===== config.mk =====
export PLATFORM = sky130hd
export DESIGN_NAME = spf_uart_dev_flat
export DESIGN_NICKNAME = d
export VERILOG_FILES = /design/src/rtl/spf_pkg.sv /design/src/rtl/spf_link_if.sv /design/src/rtl/spf_baud_gen.sv /design/src/rtl/spf_uart_dev.sv /design/src/flat_wrapper.sv
export SDC_FILE = /design/constraint.sdc
export NUM_CORES = 1
export LEC_CHECK = 0
export ABC_AREA = 1
export BUFFER_PORTS_ARGS = -buffer_cell sky130_fd_sc_hd__buf_2
export CORE_AREA = 3 3 114 116
export DETAILED_ROUTE_END_ITERATION = 8
export DIE_AREA = 0 0 117 119
export GPL_ROUTABILITY_DRIVEN = 0
export PLACE_DENSITY = 0.83
export SLEW_MARGIN = 30
export SYNTH_ARGS = -nofsm -noshare
export SYNTH_HDL_FRONTEND = slang
export SYNTH_SLANG_ARGS = --single-unit

===== constraint.sdc =====
create_clock -name clk -period 7 [get_ports clk]
set_input_delay 0.7 -clock clk [delete_from_list [all_inputs] [get_ports clk]]
set_output_delay 0.7 -clock clk [all_outputs]
set_load 0.01 [all_outputs]

===== src/rtl/spf_pkg.sv =====
// Constants shared by the serial port device end and its host controller end.
// Assumes both ends use the same register index map and field layout.
package spf_pkg;
    // ------------
    // Device register indices
    // ------------
    localparam logic [2:0] REG_DATA      = 3'h0;
    localparam logic [2:0] REG_STATUS_A  = 3'h1;
    localparam logic [2:0] REG_CONTROL_B = 3'h2;
    localparam logic [2:0] REG_CONTROL_C = 3'h3;
    localparam logic [2:0] REG_BAUD_LOW  = 3'h4;
    localparam logic [2:0] REG_BAUD_HIGH = 3'h5;
    // ------------
    // Field positions
    // ------------
    localparam int ST_RXC   = 7;
    localparam int ST_TXC   = 6;
    localparam int ST_UDRE  = 5;
    localparam int ST_FE    = 4;
    localparam int ST_DOR   = 3;
    localparam int ST_UPE   = 2;
    localparam int ST_U2X   = 1;
    localparam int ST_MPCM  = 0;
    localparam int CB_RXCIE = 7;
    localparam int CB_TXCIE = 6;
    localparam int CB_UDRIE = 5;
    localparam int CB_RXEN  = 4;
    localparam int CB_TXEN  = 3;
    localparam int CB_NINE  = 2;
    localparam int CB_RXB8  = 1;
    localparam int CB_TX_NINTH_BIT  = 0;
    localparam int CC_SYNC  = 6;
    localparam int CC_PARH  = 5;
    localparam int CC_PODD  = 4;
    // ------------
    // Reset values, masks and timing
    // ------------
    localparam logic [7:0]  CONTROL_RST  = 8'h00;
    localparam logic [11:0] BAUD_RST     = 12'h000;
    localparam logic [7:0]  STATUS_A_W0  = 8'h3c;
    localparam logic [4:0]  OVS_NORMAL   = 5'h10;
    localparam logic [4:0]  OVS_DOUBLE   = 5'h08;
    // ------------
    // Host controller APB map and command fields
    // ------------
    localparam logic [11:0] APB_CMD      = 12'h000;
    localparam logic [11:0] APB_STAT     = 12'h004;
    localparam logic [11:0] APB_GIE      = 12'h008;
    localparam int          CMD_OP_LSB   = 16;
    localparam int          CMD_ADDR_LSB = 12;
    localparam logic [1:0]  OP_WRITE     = 2'h0;
    localparam logic [1:0]  OP_READ      = 2'h1;
    localparam logic [1:0]  OP_SEND      = 2'h2;
endpackage


===== src/rtl/spf_link_if.sv =====
// Register port between the serial port device and its host controller.
// Assumes both ends run on one clock; the bench instantiates it.
`timescale 1ns/100ps
interface spf_link_if;
    logic       regSel;
    logic       regWrite;
    logic [2:0] regAddr;
    logic [7:0] regWdata;
    logic [7:0] regRdata;
    logic       globalIrqEn;
    logic       irqRxComplete;
    logic       irqTxComplete;
    logic       irqTxEmpty;

    modport dev (
        input  regSel, regWrite, regAddr, regWdata, globalIrqEn,
        output regRdata, irqRxComplete, irqTxComplete, irqTxEmpty
    );
    modport host (
        output regSel, regWrite, regAddr, regWdata, globalIrqEn,
        input  regRdata, irqRxComplete, irqTxComplete, irqTxEmpty
    );
endinterface // spf_link_if


===== src/rtl/spf_baud_gen.sv =====
// Baud down-counter producing one tick each time it reaches zero.
// Assumes reload is a one-cycle pulse from a divisor low byte write.
`timescale 1ns/100ps
module spf_baud_gen #(
    parameter int W = 12
) (
    // Clock and reset
    input  wire logic         clk,
    input  wire logic         srst,
    // Control
    input  wire logic [W-1:0] divisor,
    input  wire logic         reload,
    // Tick out
    output logic              tick
);
    typedef struct packed {
        logic [W-1:0] cnt;
        logic         tick;
    } spf_baud_t;

    spf_baud_t s_r;
    spf_baud_t s_nxt;

    always_comb begin
        s_nxt      = s_r;
        s_nxt.tick = (s_r.cnt == '0);
        if (reload || s_r.cnt == '0) begin
            s_nxt.cnt = divisor;
        end else begin
            s_nxt.cnt = s_r.cnt - 1'b1;
        end
    end

    always_ff @(posedge clk) begin
        if (srst) begin
            s_r <= '0;
        end else begin
            s_r <= s_nxt;
        end
    end

    assign tick = s_r.tick;
endmodule // spf_baud_gen


===== src/rtl/spf_uart_dev.sv =====
// Serial port device end: register file, transmitter, receiver, flags.
// Assumes the host obeys the register port timing of spf_link_if.
// Operation
// Host waits for empty buffer before loading
// Host sets ninth bit before data write
// Data write loads the transmit buffer
// Ninth bit marks address frames
// Empty and complete flags each raise interrupts
// Empty flag high exactly while buffer vacant
// Empty interrupt held while enabled and empty
// Data write clears empty; reset sets it
// Frame error from first stop bit
// Overrun on full buffer plus new start
// Parity error when parity checking enabled
// Host writes zeros to status flag bits
// Double speed affects asynchronous operation only
// Double speed changes divisor 16 to 8
// Multi-node mode drops non-address frames
// Transmitter ignores multi-node mode
// Receive interrupt needs enable, global, flag
// Transmit interrupt needs enable, global, flag
// Baud counter reloads at zero or low write
// Complete flag after stop with empty buffer
//
// Implementation choices: register access over APB and the register offsets.
`timescale 1ns/100ps
module spf_uart_dev #(
    parameter int BAUD_W = 12
) (
    // Clock and reset
    input  wire logic clk,
    input  wire logic srst,
    // Register port
    spf_link_if.dev   bus,
    // Serial line
    input  wire logic rxd,
    output logic      txd
);
    typedef struct packed {
        logic [7:0]        ctrlB;
        logic [7:0]        ctrlC;
        logic              u2x;
        logic              mpcm;
        logic [BAUD_W-1:0] baud;
        logic [8:0]        txBuf;
        logic              txEmpty;
        logic              txc;
        logic              txBusy;
        logic [11:0]       txFrame;
        logic [3:0]        txBits;
        logic [4:0]        txSub;
        logic              txd;
        logic              rxBusy;
        logic [4:0]        rxSub;
        logic [3:0]        rxBits;
        logic [10:0]       rxShift;
        logic              rxHeld;
        logic [10:0]       heldWord;
        logic [1:0][10:0]  fifo;
        logic [1:0]        fifoCnt;
        logic              dor;
        logic [7:0]        rdata;
        logic              irqRx;
        logic              irqTx;
        logic              irqEmpty;
    } spf_dev_t;

    spf_dev_t    s_r;
    spf_dev_t    s_nxt;
    logic        tick;
    logic        wrEn;
    logic        rdEn;
    logic        baudReload;
    logic        nine;
    logic        parEn;
    logic        rxDone;
    logic        rxMark;
    logic        rxc;
    logic [4:0]  ovs;
    logic [3:0]  nBits;
    logic [11:0] frameNew;
    logic [10:0] aligned;
    logic [10:0] rxWord;

    assign wrEn       = bus.regSel & bus.regWrite;
    assign rdEn       = bus.regSel & ~bus.regWrite;
    assign baudReload = wrEn && bus.regAddr == spf_pkg::REG_BAUD_LOW;

    spf_baud_gen #(.W(BAUD_W)) baudGen (
        .clk     (clk),
        .srst    (srst),
        .divisor (s_nxt.baud),
        .reload  (baudReload),
        .tick    (tick)
    );

    always_comb begin
        s_nxt    = s_r;
        rxDone   = 1'b0;
        nine     = s_r.ctrlB[spf_pkg::CB_NINE];
        parEn    = s_r.ctrlC[spf_pkg::CC_PARH];
        rxc      = (s_r.fifoCnt != 2'h0);
        nBits    = 4'h9 + {3'h0, nine} + {3'h0, parEn};
        // ------------
        // Oversampling divisor
        // ------------
        ovs = (s_r.u2x && !s_r.ctrlC[spf_pkg::CC_SYNC]) ?
              spf_pkg::OVS_DOUBLE : spf_pkg::OVS_NORMAL;
        // ------------
        // Outgoing frame: data, ninth bit, parity, stop ones
        // ------------
        frameNew      = 12'hfff;
        frameNew[7:0] = s_r.txBuf[7:0];
        if (nine) begin
            frameNew[8] = s_r.txBuf[8];
        end
        if (parEn) begin
            frameNew[4'h8 + {3'h0, nine}] = ^s_r.txBuf[7:0] ^ (nine & s_r.txBuf[8])
                                            ^ s_r.ctrlC[spf_pkg::CC_PODD];
        end
        // ------------
        // Register reads and their side effects
        // ------------
        if (rdEn) begin
            unique case (bus.regAddr)
                spf_pkg::REG_DATA: begin
                    s_nxt.rdata = s_r.fifo[0][7:0];
                    if (rxc) begin
                        s_nxt.fifo[0] = s_r.fifo[1];
                        s_nxt.fifoCnt = s_r.fifoCnt - 2'h1;
                        s_nxt.dor     = 1'b0;
                        if (s_r.rxHeld) begin
                            s_nxt.fifo[s_nxt.fifoCnt[0]] = s_r.heldWord;
                            s_nxt.fifoCnt                = s_r.fifoCnt;
                            s_nxt.rxHeld                 = 1'b0;
                        end
                    end
                end
                spf_pkg::REG_STATUS_A: s_nxt.rdata = {rxc, s_r.txc, s_r.txEmpty,
                    rxc & s_r.fifo[0][9], s_r.dor, rxc & s_r.fifo[0][10],
                    s_r.u2x, s_r.mpcm};
                spf_pkg::REG_CONTROL_B: s_nxt.rdata = {s_r.ctrlB[7:2],
                    rxc & s_r.fifo[0][8], s_r.ctrlB[0]};
                spf_pkg::REG_CONTROL_C: s_nxt.rdata = s_r.ctrlC;
                spf_pkg::REG_BAUD_LOW:  s_nxt.rdata = s_r.baud[7:0];
                spf_pkg::REG_BAUD_HIGH: s_nxt.rdata = 8'(s_r.baud[BAUD_W-1:8]);
                default:                s_nxt.rdata = 8'h00;
            endcase
        end
        // ------------
        // Transmitter; the multi-node bit is never consulted here
        // ------------
        // The write-one clear of txc comes first so a set in the same cycle wins.
        if (wrEn && bus.regAddr == spf_pkg::REG_STATUS_A && bus.regWdata[spf_pkg::ST_TXC]) begin
            s_nxt.txc = 1'b0;
        end
        if (tick && s_r.txBusy) begin
            if (s_r.txSub == ovs - 5'h01) begin
                s_nxt.txSub = 5'h00;
                if (s_r.txBits == 4'h0) begin
                    s_nxt.txBusy = 1'b0;
                    s_nxt.txd    = 1'b1;
                    if (s_r.txEmpty) begin
                        s_nxt.txc = 1'b1;
                    end
                end else begin
                    s_nxt.txd     = s_r.txFrame[0];
                    s_nxt.txFrame = {1'b1, s_r.txFrame[11:1]};
                    s_nxt.txBits  = s_r.txBits - 4'h1;
                end
            end else begin
                s_nxt.txSub = s_r.txSub + 5'h01;
            end
        end
        if (!s_r.txBusy && !s_r.txEmpty && s_r.ctrlB[spf_pkg::CB_TXEN]) begin
            s_nxt.txBusy  = 1'b1;
            s_nxt.txd     = 1'b0;
            s_nxt.txFrame = frameNew;
            s_nxt.txBits  = nBits;
            s_nxt.txSub   = 5'h00;
            s_nxt.txEmpty = 1'b1;
        end
        // ------------
        // Register writes
        // ------------
        if (wrEn) begin
            unique case (bus.regAddr)
                spf_pkg::REG_DATA: begin
                    s_nxt.txBuf   = {s_r.ctrlB[spf_pkg::CB_TX_NINTH_BIT], bus.regWdata};
                    s_nxt.txEmpty = 1'b0;
                end
                spf_pkg::REG_STATUS_A: begin
                    s_nxt.u2x  = bus.regWdata[spf_pkg::ST_U2X];
                    s_nxt.mpcm = bus.regWdata[spf_pkg::ST_MPCM];
                end
                spf_pkg::REG_CONTROL_B: s_nxt.ctrlB = {bus.regWdata[7:2], 1'b0,
                                                       bus.regWdata[0]};
                spf_pkg::REG_CONTROL_C: s_nxt.ctrlC = bus.regWdata;
                spf_pkg::REG_BAUD_LOW:  s_nxt.baud[7:0] = bus.regWdata;
                spf_pkg::REG_BAUD_HIGH: s_nxt.baud[BAUD_W-1:8] = bus.regWdata[BAUD_W-9:0];
                default: ;
            endcase
        end
        // ------------
        // Receiver
        // ------------
        if (tick && s_r.ctrlB[spf_pkg::CB_RXEN]) begin
            if (!s_r.rxBusy) begin
                if (!rxd) begin
                    s_nxt.rxBusy = 1'b1;
                    s_nxt.rxSub  = 5'h00;
                    s_nxt.rxBits = 4'h0;
                    if (s_r.fifoCnt == 2'h2 && s_r.rxHeld) begin
                        s_nxt.dor = 1'b1;
                    end
                end
            end else begin
                s_nxt.rxSub = (s_r.rxSub == ovs - 5'h01) ? 5'h00 : s_r.rxSub + 5'h01;
                if (s_r.rxSub == (ovs >> 1) - 5'h01) begin
                    s_nxt.rxBits = s_r.rxBits + 4'h1;
                    if (s_r.rxBits == 4'h0) begin
                        s_nxt.rxBusy = ~rxd;
                    end else begin
                        s_nxt.rxShift = {rxd, s_r.rxShift[10:1]};
                    end
                    if (s_r.rxBits == nBits) begin
                        s_nxt.rxBusy = 1'b0;
                        rxDone       = 1'b1;
                    end
                end
            end
        end
        aligned = s_nxt.rxShift >> (4'hb - nBits);
        rxMark  = nine ? aligned[8] : aligned[nBits - 4'h1];
        rxWord  = {parEn & (^aligned[7:0] ^ (nine & aligned[8])
                   ^ s_r.ctrlC[spf_pkg::CC_PODD] ^ aligned[4'h8 + {3'h0, nine}]),
                   ~aligned[nBits - 4'h1],
                   nine & aligned[8], aligned[7:0]};
        if (rxDone && !(s_r.mpcm && !rxMark)) begin
            if (s_nxt.fifoCnt != 2'h2) begin
                s_nxt.fifo[s_nxt.fifoCnt[0]] = rxWord;
                s_nxt.fifoCnt                = s_nxt.fifoCnt + 2'h1;
            end else if (!s_nxt.rxHeld) begin
                s_nxt.rxHeld   = 1'b1;
                s_nxt.heldWord = rxWord;
            end
        end
        // ------------
        // Interrupt requests
        // ------------
        s_nxt.irqRx    = s_r.ctrlB[spf_pkg::CB_RXCIE] & bus.globalIrqEn & rxc;
        s_nxt.irqTx    = s_r.ctrlB[spf_pkg::CB_TXCIE] & bus.globalIrqEn & s_r.txc;
        s_nxt.irqEmpty = s_r.ctrlB[spf_pkg::CB_UDRIE] & bus.globalIrqEn
                         & s_r.txEmpty;
    end

    always_ff @(posedge clk) begin
        if (srst) begin
            s_r         <= '0;
            s_r.ctrlB   <= spf_pkg::CONTROL_RST;
            s_r.ctrlC   <= spf_pkg::CONTROL_RST;
            s_r.baud    <= BAUD_W'(spf_pkg::BAUD_RST);
            s_r.txEmpty <= 1'b1;
            s_r.txd     <= 1'b1;
            s_r.txFrame <= 12'hfff;
        end else begin
            s_r <= s_nxt;
        end
    end

    assign txd               = s_r.txd;
    assign bus.regRdata      = s_r.rdata;
    assign bus.irqRxComplete = s_r.irqRx;
    assign bus.irqTxComplete = s_r.irqTx;
    assign bus.irqTxEmpty    = s_r.irqEmpty;
endmodule // spf_uart_dev


===== src/flat_wrapper.sv =====
// flat-port wrapper written by rule: the top's interface ports become plain ports
module spf_uart_dev_flat 
#(
    parameter int BAUD_W = 12
)
  (clk, srst, rxd, txd, bus_regSel, bus_regWrite, bus_regAddr, bus_regWdata, bus_globalIrqEn, bus_regRdata, bus_irqRxComplete, bus_irqTxComplete, bus_irqTxEmpty);
  spf_link_if bus_i ();
  input  wire logic clk;
  input  wire logic srst;
  input  wire logic rxd;
  output logic txd;
  input wire logic [$bits(bus_i.regSel)-1:0] bus_regSel;
  input wire logic [$bits(bus_i.regWrite)-1:0] bus_regWrite;
  input wire logic [$bits(bus_i.regAddr)-1:0] bus_regAddr;
  input wire logic [$bits(bus_i.regWdata)-1:0] bus_regWdata;
  input wire logic [$bits(bus_i.globalIrqEn)-1:0] bus_globalIrqEn;
  output wire logic [$bits(bus_i.regRdata)-1:0] bus_regRdata;
  output wire logic [$bits(bus_i.irqRxComplete)-1:0] bus_irqRxComplete;
  output wire logic [$bits(bus_i.irqTxComplete)-1:0] bus_irqTxComplete;
  output wire logic [$bits(bus_i.irqTxEmpty)-1:0] bus_irqTxEmpty;
  assign bus_i.regSel = bus_regSel;
  assign bus_i.regWrite = bus_regWrite;
  assign bus_i.regAddr = bus_regAddr;
  assign bus_i.regWdata = bus_regWdata;
  assign bus_i.globalIrqEn = bus_globalIrqEn;
  assign bus_regRdata = bus_i.regRdata;
  assign bus_irqRxComplete = bus_i.irqRxComplete;
  assign bus_irqTxComplete = bus_i.irqTxComplete;
  assign bus_irqTxEmpty = bus_i.irqTxEmpty;
  spf_uart_dev #(.BAUD_W(BAUD_W)) u_core (.clk(clk), .srst(srst), .bus(bus_i), .rxd(rxd), .txd(txd));
endmodule

==> results of run 1 <==
==> critical path: stages <==
cell and delay, ns:
buf_2 0.11, nor2_2 0.28, inv_2 0.16, nor3_2 0.30
inv_2 0.22, nor2_1 0.17, nand2_1 0.06, nand2_1 0.44
ha_1 0.77, clkinv_1 0.68, nor2_1 0.83, nand2_4 0.18
nand2_1 0.11, a21oi_1 0.06
==> cells by family (layout without fill, tap and decap cells) <==
logic type | count (synthesis) | count (layout)
AND/OR/NAND/NOR | 612 | 612
AO/OA/AOI/OAI | 241 | 241
buffers and inverters | 191 | 193
flip-flops | 145 | 145
XOR/XNOR | 19 | 19
adder cells (fa/ha/maj) | 14 | 14
multiplexers | 2 | 2
==> power breakdown <==
part	internal, mW	leakage (nW)	switching [mW]
registers	0.860	1.17	0.0273
logic	0.0855	2.35	0.154
clock network	0.470	0.254	0.353
==> worst max-delay path by stage <==
stage	startpoint	end	slack [ns]	depth (start not counted)
detailed placement	bus_regWrite	u_core.s_r[40]$_SDFFE_PP0P_	1.74	14
finish	bus_regWrite	u_core.s_r[40]$_SDFFE_PP0P_	2.16	14
global route	bus_regSel	u_core.s_r[38]$_SDFFE_PP0P_	1.55	15
CTS	bus_regWrite	u_core.s_r[40]$_SDFFE_PP0P_	2.18	14
global placement	bus_regWrite	u_core.s_r[37]$_SDFFE_PP0P_	1.92	14
floorplan	bus_regSel	u_core.s_r[36]$_SDFFE_PP0P_	3.94	15
==> flip-flops by register name, indices dropped and copies added, names as in the netlist <==
register,cells
u_core.s_r,118
u_core.txd,1
u_core.parEn,1
u_core.bus.regRdata,8
u_core.bus.irqRxComplete,1
u_core.bus.irqTxEmpty,1
u_core.nine,1
u_core.baudGen.tick,1
u_core.bus.irqTxComplete,1
u_core.baudGen.s_r,12
==> per-stage QoR <==
| step | instance area, µm² | worst slack, ns | cells | util |
|---|---|---|---|---|
| 5_1_grt | 8642 | 1.554 | 1373 | 0.7195 |
| 2_1_floorplan | 8079 | 3.943 | 1224 | - |
| 6_report | 8642 | 2.164 | 1373 | 0.7195 |
| 3_5_place_dp | 8118 | 1.737 | 1342 | 0.6758 |
| 4_1_cts | 8642 | 2.179 | 1373 | 0.7195 |
| 3_3_place_gp | 8118 | 1.924 | 1342 | 0.6758 |
==> placed cells by master, fill, tap and decap left out, types with 5 or more instances in the layout <==
cell type	instances
inv_1	125
clkbuf_16	17
ha_1	14
a211oi_1	7
a221oi_1	5
nand2_2	11
nand2_1	363
o21ai_0	90
nand3_2	9
a21oi_1	106
a31oi_1	6
nor3_1	15
xnor2_1	8
nand4_1	22
nor2_1	81
buf_2	28
o2111ai_1	10
dfxtp_1	145
xor2_1	11
nand3_1	90
==> cells in the mapped netlist (2+ instances only) <==
| cell type | number | share of area |
|---|---|---|
| a211oi_1 | 7 | 0.0065 |
| a21oi_1 | 106 | 0.066 |
| a221oi_1 | 5 | 0.0054 |
| a22oi_1 | 4 | 0.0037 |
| a31oi_1 | 6 | 0.0046 |
| buf_1 | 5 | 0.0023 |
| buf_2 | 6 | 0.0037 |
| buf_4 | 10 | 0.0093 |
| buf_6 | 5 | 0.0070 |
| clkbuf_1 | 34 | 0.016 |
| clkinv_1 | 2 | 0.00093 |
| dfxtp_1 | 145 | 0.36 |
| ha_1 | 14 | 0.022 |
| inv_1 | 125 | 0.058 |
| inv_2 | 3 | 0.0014 |
| mux2i_1 | 2 | 0.0025 |
| nand2_1 | 363 | 0.17 |
| nand2_2 | 11 | 0.0085 |
| nand2_4 | 3 | 0.0042 |
| nand3_1 | 90 | 0.056 |
| nand3_2 | 9 | 0.011 |
| nand4_1 | 22 | 0.017 |
| nor2_1 | 81 | 0.038 |
| nor3_1 | 15 | 0.0093 |
| nor3b_1 | 2 | 0.0019 |
| nor4_1 | 4 | 0.0031 |
| o2111ai_1 | 10 | 0.011 |
| o211ai_1 | 4 | 0.0037 |
| o21ai_0 | 90 | 0.056 |
| o22ai_1 | 3 | 0.0023 |
| or2_2 | 4 | 0.0031 |
| xnor2_1 | 8 | 0.0087 |
| xor2_1 | 11 | 0.012 |
==> per-layer routing <==
layer,vias up,share of wire,track usage
met5,-,0,0
li1,3991,-,-
met3,44,0.064,0.05691
met2,275,0.46,0.4612
met1,3625,0.45,0.4005
met4,0,0.028,0.1125
==> final cells by class <==
class / instances / area [µm²]
clock inverters: 8 / 56.30
multi-input cells: 888 / 4374
inverters: 131 / 494.2
fillers: 1042 / 3369
well taps: 147 / 183.9
flip-flops and latches: 145 / 2903
repair buffers: 31 / 162.7
clock buffers: 23 / 467.9
==> results.json, run 1 <==
{
  "grt_overflow": 0,
  "fin_crit_ns": 4.836,
  "initial_utilization": 0.6726,
  "async_flop_share": 0,
  "coreArea_mm2": 0.01201,
  "row_count": 40,
  "dieArea_mm2": 0.01392,
  "setup_viol": 0,
  "vias": 7935,
  "holdWs_ns": 0.4665,
  "grt_pass1_vias": 6970,
  "post_cts_resized": 0,
  "path_clk_slew_ns": 0.06,
  "ctsLongestPathBuffers": 2,
  "synth.cell_area_mm2": 0.008079,
  "cts_hold_buf": 0,
  "ys_seq_area_frac": 0.3593,
  "r2r_start": "u_core.s_r[12]$_SDFF_PP0_",
  "netlist_instances": 1224,
  "hold_end": "u_core.s_r[90]$_SDFFE_PP1P_",
  "status": "completed",
  "firstDrtPassIters": 5,
  "synth_top_family_by_area": "simple AND/OR/NAND/NOR gates",
  "grt_pass1_wl_mm": 33.11,
  "hold_viol": 0,
  "antenna_found_initial": 0,
  "drive_gt1_frac": 0.07749,
  "cts_root_buf": "clkbuf_16",
  "finalCritPeriodShare": 0.6908,
  "grt_max_degree": 82,
  "io-pin-count": 29,
  "p_per_area_mw_per_mm2": 225.5,
  "cts_made_buffers": 17,
  "clock_sinks": 145,
  "wl_mm": 20.09,
  "clkLatencyLatePin_ns": 0.43,
  "synth_mux_area_frac": 0.002478,
  "synth_xor_area_frac": 0.02060,
  "critical_path_class": "input pin to flip-flop",
  "r2r_cells": 13,
  "fin_skew_ns": 0.008616,
  "rsz0062_at_grt": "no",
  "synth_compound_area_frac": 0.1656,
  "via_per_inst": 5.779,
  "synth-seq-cells": 145,
  "path_max_fanout": 22,
  "slew_viol_final": 0,
  "syn_area_per_cell_um2": 6.600,
  "post_cts_buffers": 0,
  "worstPathRequired_ns": 7.26,
  "critPathArrivalTime_ns": 5.10,
  "cts-htree-levels": 4,
  "antenna-diode-count": 0,
  "synth_fa_ha_area_frac": 0.02168,
  "hp-class": "flip-flop to flip-flop",
  "die_w_um": 117,
  "finalPower_mw": 1.949,
  "drc": 0,
  "synth-simple-area-share": 0.3311,
  "cts_tree": "yes",
  "nNetsFinal": 1245,
  "dp_hpwl_mm": 13.81,
  "min_path_cells": 2,
  "ant_nets": 0,
  "maxCapViolCount": 0,
  "start_kind": "input pin",
  "synth_edf_count": 0,
  "grt_usage": 0.2948,
  "ir_drop_uv": 169.1,
  "synth_nets": 1255,
  "area_delta_synth_final_pct": 6.969,
  "finalSetupTns_ns": 0,
  "die_h_um": 119,
  "min_from": "u_core.s_r[90]$_SDFFE_PP1P_",
  "rrSetupSlack_ns": 2.24,
  "reg2reg_to": "u_core.s_r[40]$_SDFFE_PP0P_",
  "p_leak_nw": 3.771,
  "crit_path_end_kind": "flip-flop",
  "detail_route.iter0.violations": 910,
  "yosys_warnings": 0,
  "wl_per_cell_um": 14.64,
  "slew_headroom": 0.3873,
  "synth_top_flop_cell": "dfxtp_1",
  "io_buffer_count": 28,
  "fmax_mhz": 206.8,
  "worstMarginPinSlew_ns": 0.9167,
  "ys_types": 48
}
Note: power is estimated with default switching activity, not from simulation.
==> inputs of run 2 (changes only) <==
Settings changed: CORE_AREA 3 3 114 116 to 3 3 118 120, DIE_AREA 0 0 117 119 to 0 0 121 123, PLACE_DENSITY 0.83 to 0.78.
Clock period 7 ns to 4.8 ns, I/O delays scaled along.
==> run 2 against run 1 <==
- register-to-register slack lost 1.3 ns
- cell count rose by 2.5%
- utilization fell by 5.2 points
- largest power group unchanged
- wire length is 3.3% higher
- setup slack got worse by 1.2 ns
- sequential cell count unchanged
- clock power up 47%
- power grew 46%
==> results.json, run 2 (synthesis results as in run 1) <==
{
  "status": "completed",
  "fmax_mhz": 260.2,
  "finalPower_mw": 2.851,
  "multi_input_area_mm2": 0.004374,
  "firstDrtPassIters": 6,
  "die_h_um": 123,
  "vias": 7912,
  "nNetsFinal": 1251,
  "wl_per_cell_um": 14.75,
  "p_sw_frac": 0.2806,
  "cts_tree": "yes",
  "finalCritPeriodShare": 0.8006,
  "path_clk_slew_ns": 0.07,
  "cts_made_buffers": 17,
  "worstPathRequired_ns": 5.15,
  "antenna-diode-count": 0,
  "clock_sinks": 145,
  "cp_slowest_cell": "ha_1",
  "critPathMostFrequentCell": "nand2_1",
  "post_cts_resized": 0,
  "drive_gt1_frac": 0.08442,
  "die_w_um": 121,
  "grt_pass1_vias": 7150,
  "dieArea_mm2": 0.01488,
  "io-pin-count": 29,
  "crit_path_end_kind": "flip-flop",
  "detail_route.iter0.violations": 620,
  "fin_skew_ns": 0.006893,
  "seqPwrFrac": 0.453,
  "grt_max_degree": 55,
  "rsz0062_at_grt": "no",
  "post_cts_buffers": 0,
  "post-route-util": 0.6671,
  "largest_reg_flops": 118,
  "fin_crit_ns": 3.843,
  "p_leak_nw": 3.808,
  "cpPeakStageDelay_ns": 0.80,
  "maxCapViolCount": 0,
  "cts-htree-levels": 4,
  "worstMarginPinSlew_ns": 0.8907,
  "critical_path_class": "flip-flop to flip-flop",
  "critPathArrivalTime_ns": 4.20,
  "drc": 0,
  "p_switching_mw": 0.8001,
  "cts_hold_buf": 0,
  "path_max_fanout": 22,
  "cp_cell_sequence": "inv_1 > ha_1 > inv_1 > nand2_1 > nand3_2 > nand2_2 > nand2_1 > nand2_1 > inv_1 > nand2_2 > nand3_2 > a21boi_4 > buf_4 > nand2_1 > a21oi_1",
  "io_buffer_count": 28,
  "internal_power_mw": 2.051,
  "via_per_inst": 5.619,
  "hold_viol": 0,
  "antenna_found_initial": 0,
  "ctsLongestPathBuffers": 2,
  "mostFrequentLayoutCell": "nand2_1",
  "largest_register": "u_core.s_r",
  "area_delta_synth_final_pct": 8.053,
  "setup_viol": 0,
  "ir_drop_uv": 245.7,
  "pwr-share-comb": 0.123,
  "p_per_area_mw_per_mm2": 326.6,
  "grt_pass1_wl_mm": 33.87,
  "dp_hpwl_mm": 14.28,
  "clkLatencyLatePin_ns": 0.43,
  "slew_viol_final": 0,
  "slew_headroom": 0.4040,
  "ant_nets": 0,
  "mostFrequentLayoutCells": "nand2_1 (363), dfxtp_1 (145), inv_1 (125)",
  "fillCellCount": 1177,
  "grt_overflow": 0,
  "seqCellArea_mm2": 0.002903,
  "grt_usage": 0.2822,
  "hp-class": "input pin to flip-flop",
  "wl_mm": 20.76,
  "cts_root_buf": "clkbuf_16",
  "start_kind": "flip-flop",
  "row_count": 42,
  "finalSetupTns_ns": 0,
  "initial_utilization": 0.6174,
  "power.share.clock": 0.424,
  "dp.cells": 1377,
  "final_cells": 1408,
  "coreArea_mm2": 0.01309
}
## run 2: worst max-delay path, delay by kind of cell (launching register included)
| family | cells | cell delay [ns] |
|---|---|---|
| AOI/OAI and AO/OA | 2 | 0.66 |
| and+or+nand+nor | 8 | 0.81 |
| adders and majority gates | 1 | 0.80 |
| DFF | 1 | 0.44 |
| buffers and inverters | 4 | 1.05 |
## run 2: routing by layer
| layer | share of wire | GRT usage | vias to the layer above |
|---|---|---|---|
| li1 | - | - | 4016 |
| met1 | 0.44 | 0.3593 | 3581 |
| met2 | 0.47 | 0.4658 | 263 |
| met3 | 0.057 | 0.05581 | 52 |
| met4 | 0.035 | 0.1261 | 0 |
| met5 | 0 | 0 | - |
## run 2: final cells by class
class / instances / area share
Multi-Input combinational cell: 888 / 0.5011
Sequential cell: 145 / 0.3325
Inverter: 131 / 0.05661
Clock buffer: 19 / 0.05074
Tap cell: 176 / 0.02523
Timing Repair Buffer: 37 / 0.02379
Clock inverter: 12 / 0.01003
## run 2: power groups by stage
stage | Clock, mW | Sequential, mW | Combinational (mW)
2_1_floorplan | 0 | 1.31 | 0.272
3_3_place_gp | 0 | 1.32 | 0.337
3_5_place_dp | 0 | 1.32 | 0.344
4_1_cts | 1.22 | 1.29 | 0.350
5_1_grt | 1.27 | 1.30 | 0.397
6_report | 1.21 | 1.29 | 0.352
## run 2: path summary, 6_finish.rpt
path / start / to / slack [ns] / cells after the start
max: u_core.nine$_SDFFE_PP0P_ / u_core.s_r[20]$_SDFF_PP0_ / 0.96 / 15
min: bus_regWdata[7] / u_core.s_r[124]$_SDFFE_PP0P_ / 0.35 / 3
max reg2reg: u_core.nine$_SDFFE_PP0P_ / u_core.s_r[20]$_SDFF_PP0_ / 0.96 / 15
min reg2reg: u_core.bus.regRdata[3]$_SDFFE_PP0P_ / u_core.bus.regRdata[3]$_SDFFE_PP0P_ / 0.46 / 2
## run 2: metrics by stage
step	worst slack, ns	hold slack (ns)	area (µm²)
2_1_floorplan	1.963	0.4158	8079
3_3_place_gp	1.087	0.4269	8199
3_5_place_dp	1.043	0.4548	8199
4_1_cts	0.9967	0.3376	8730
5_1_grt	0.6697	0.3713	8730
6_report	0.9573	0.3461	8730
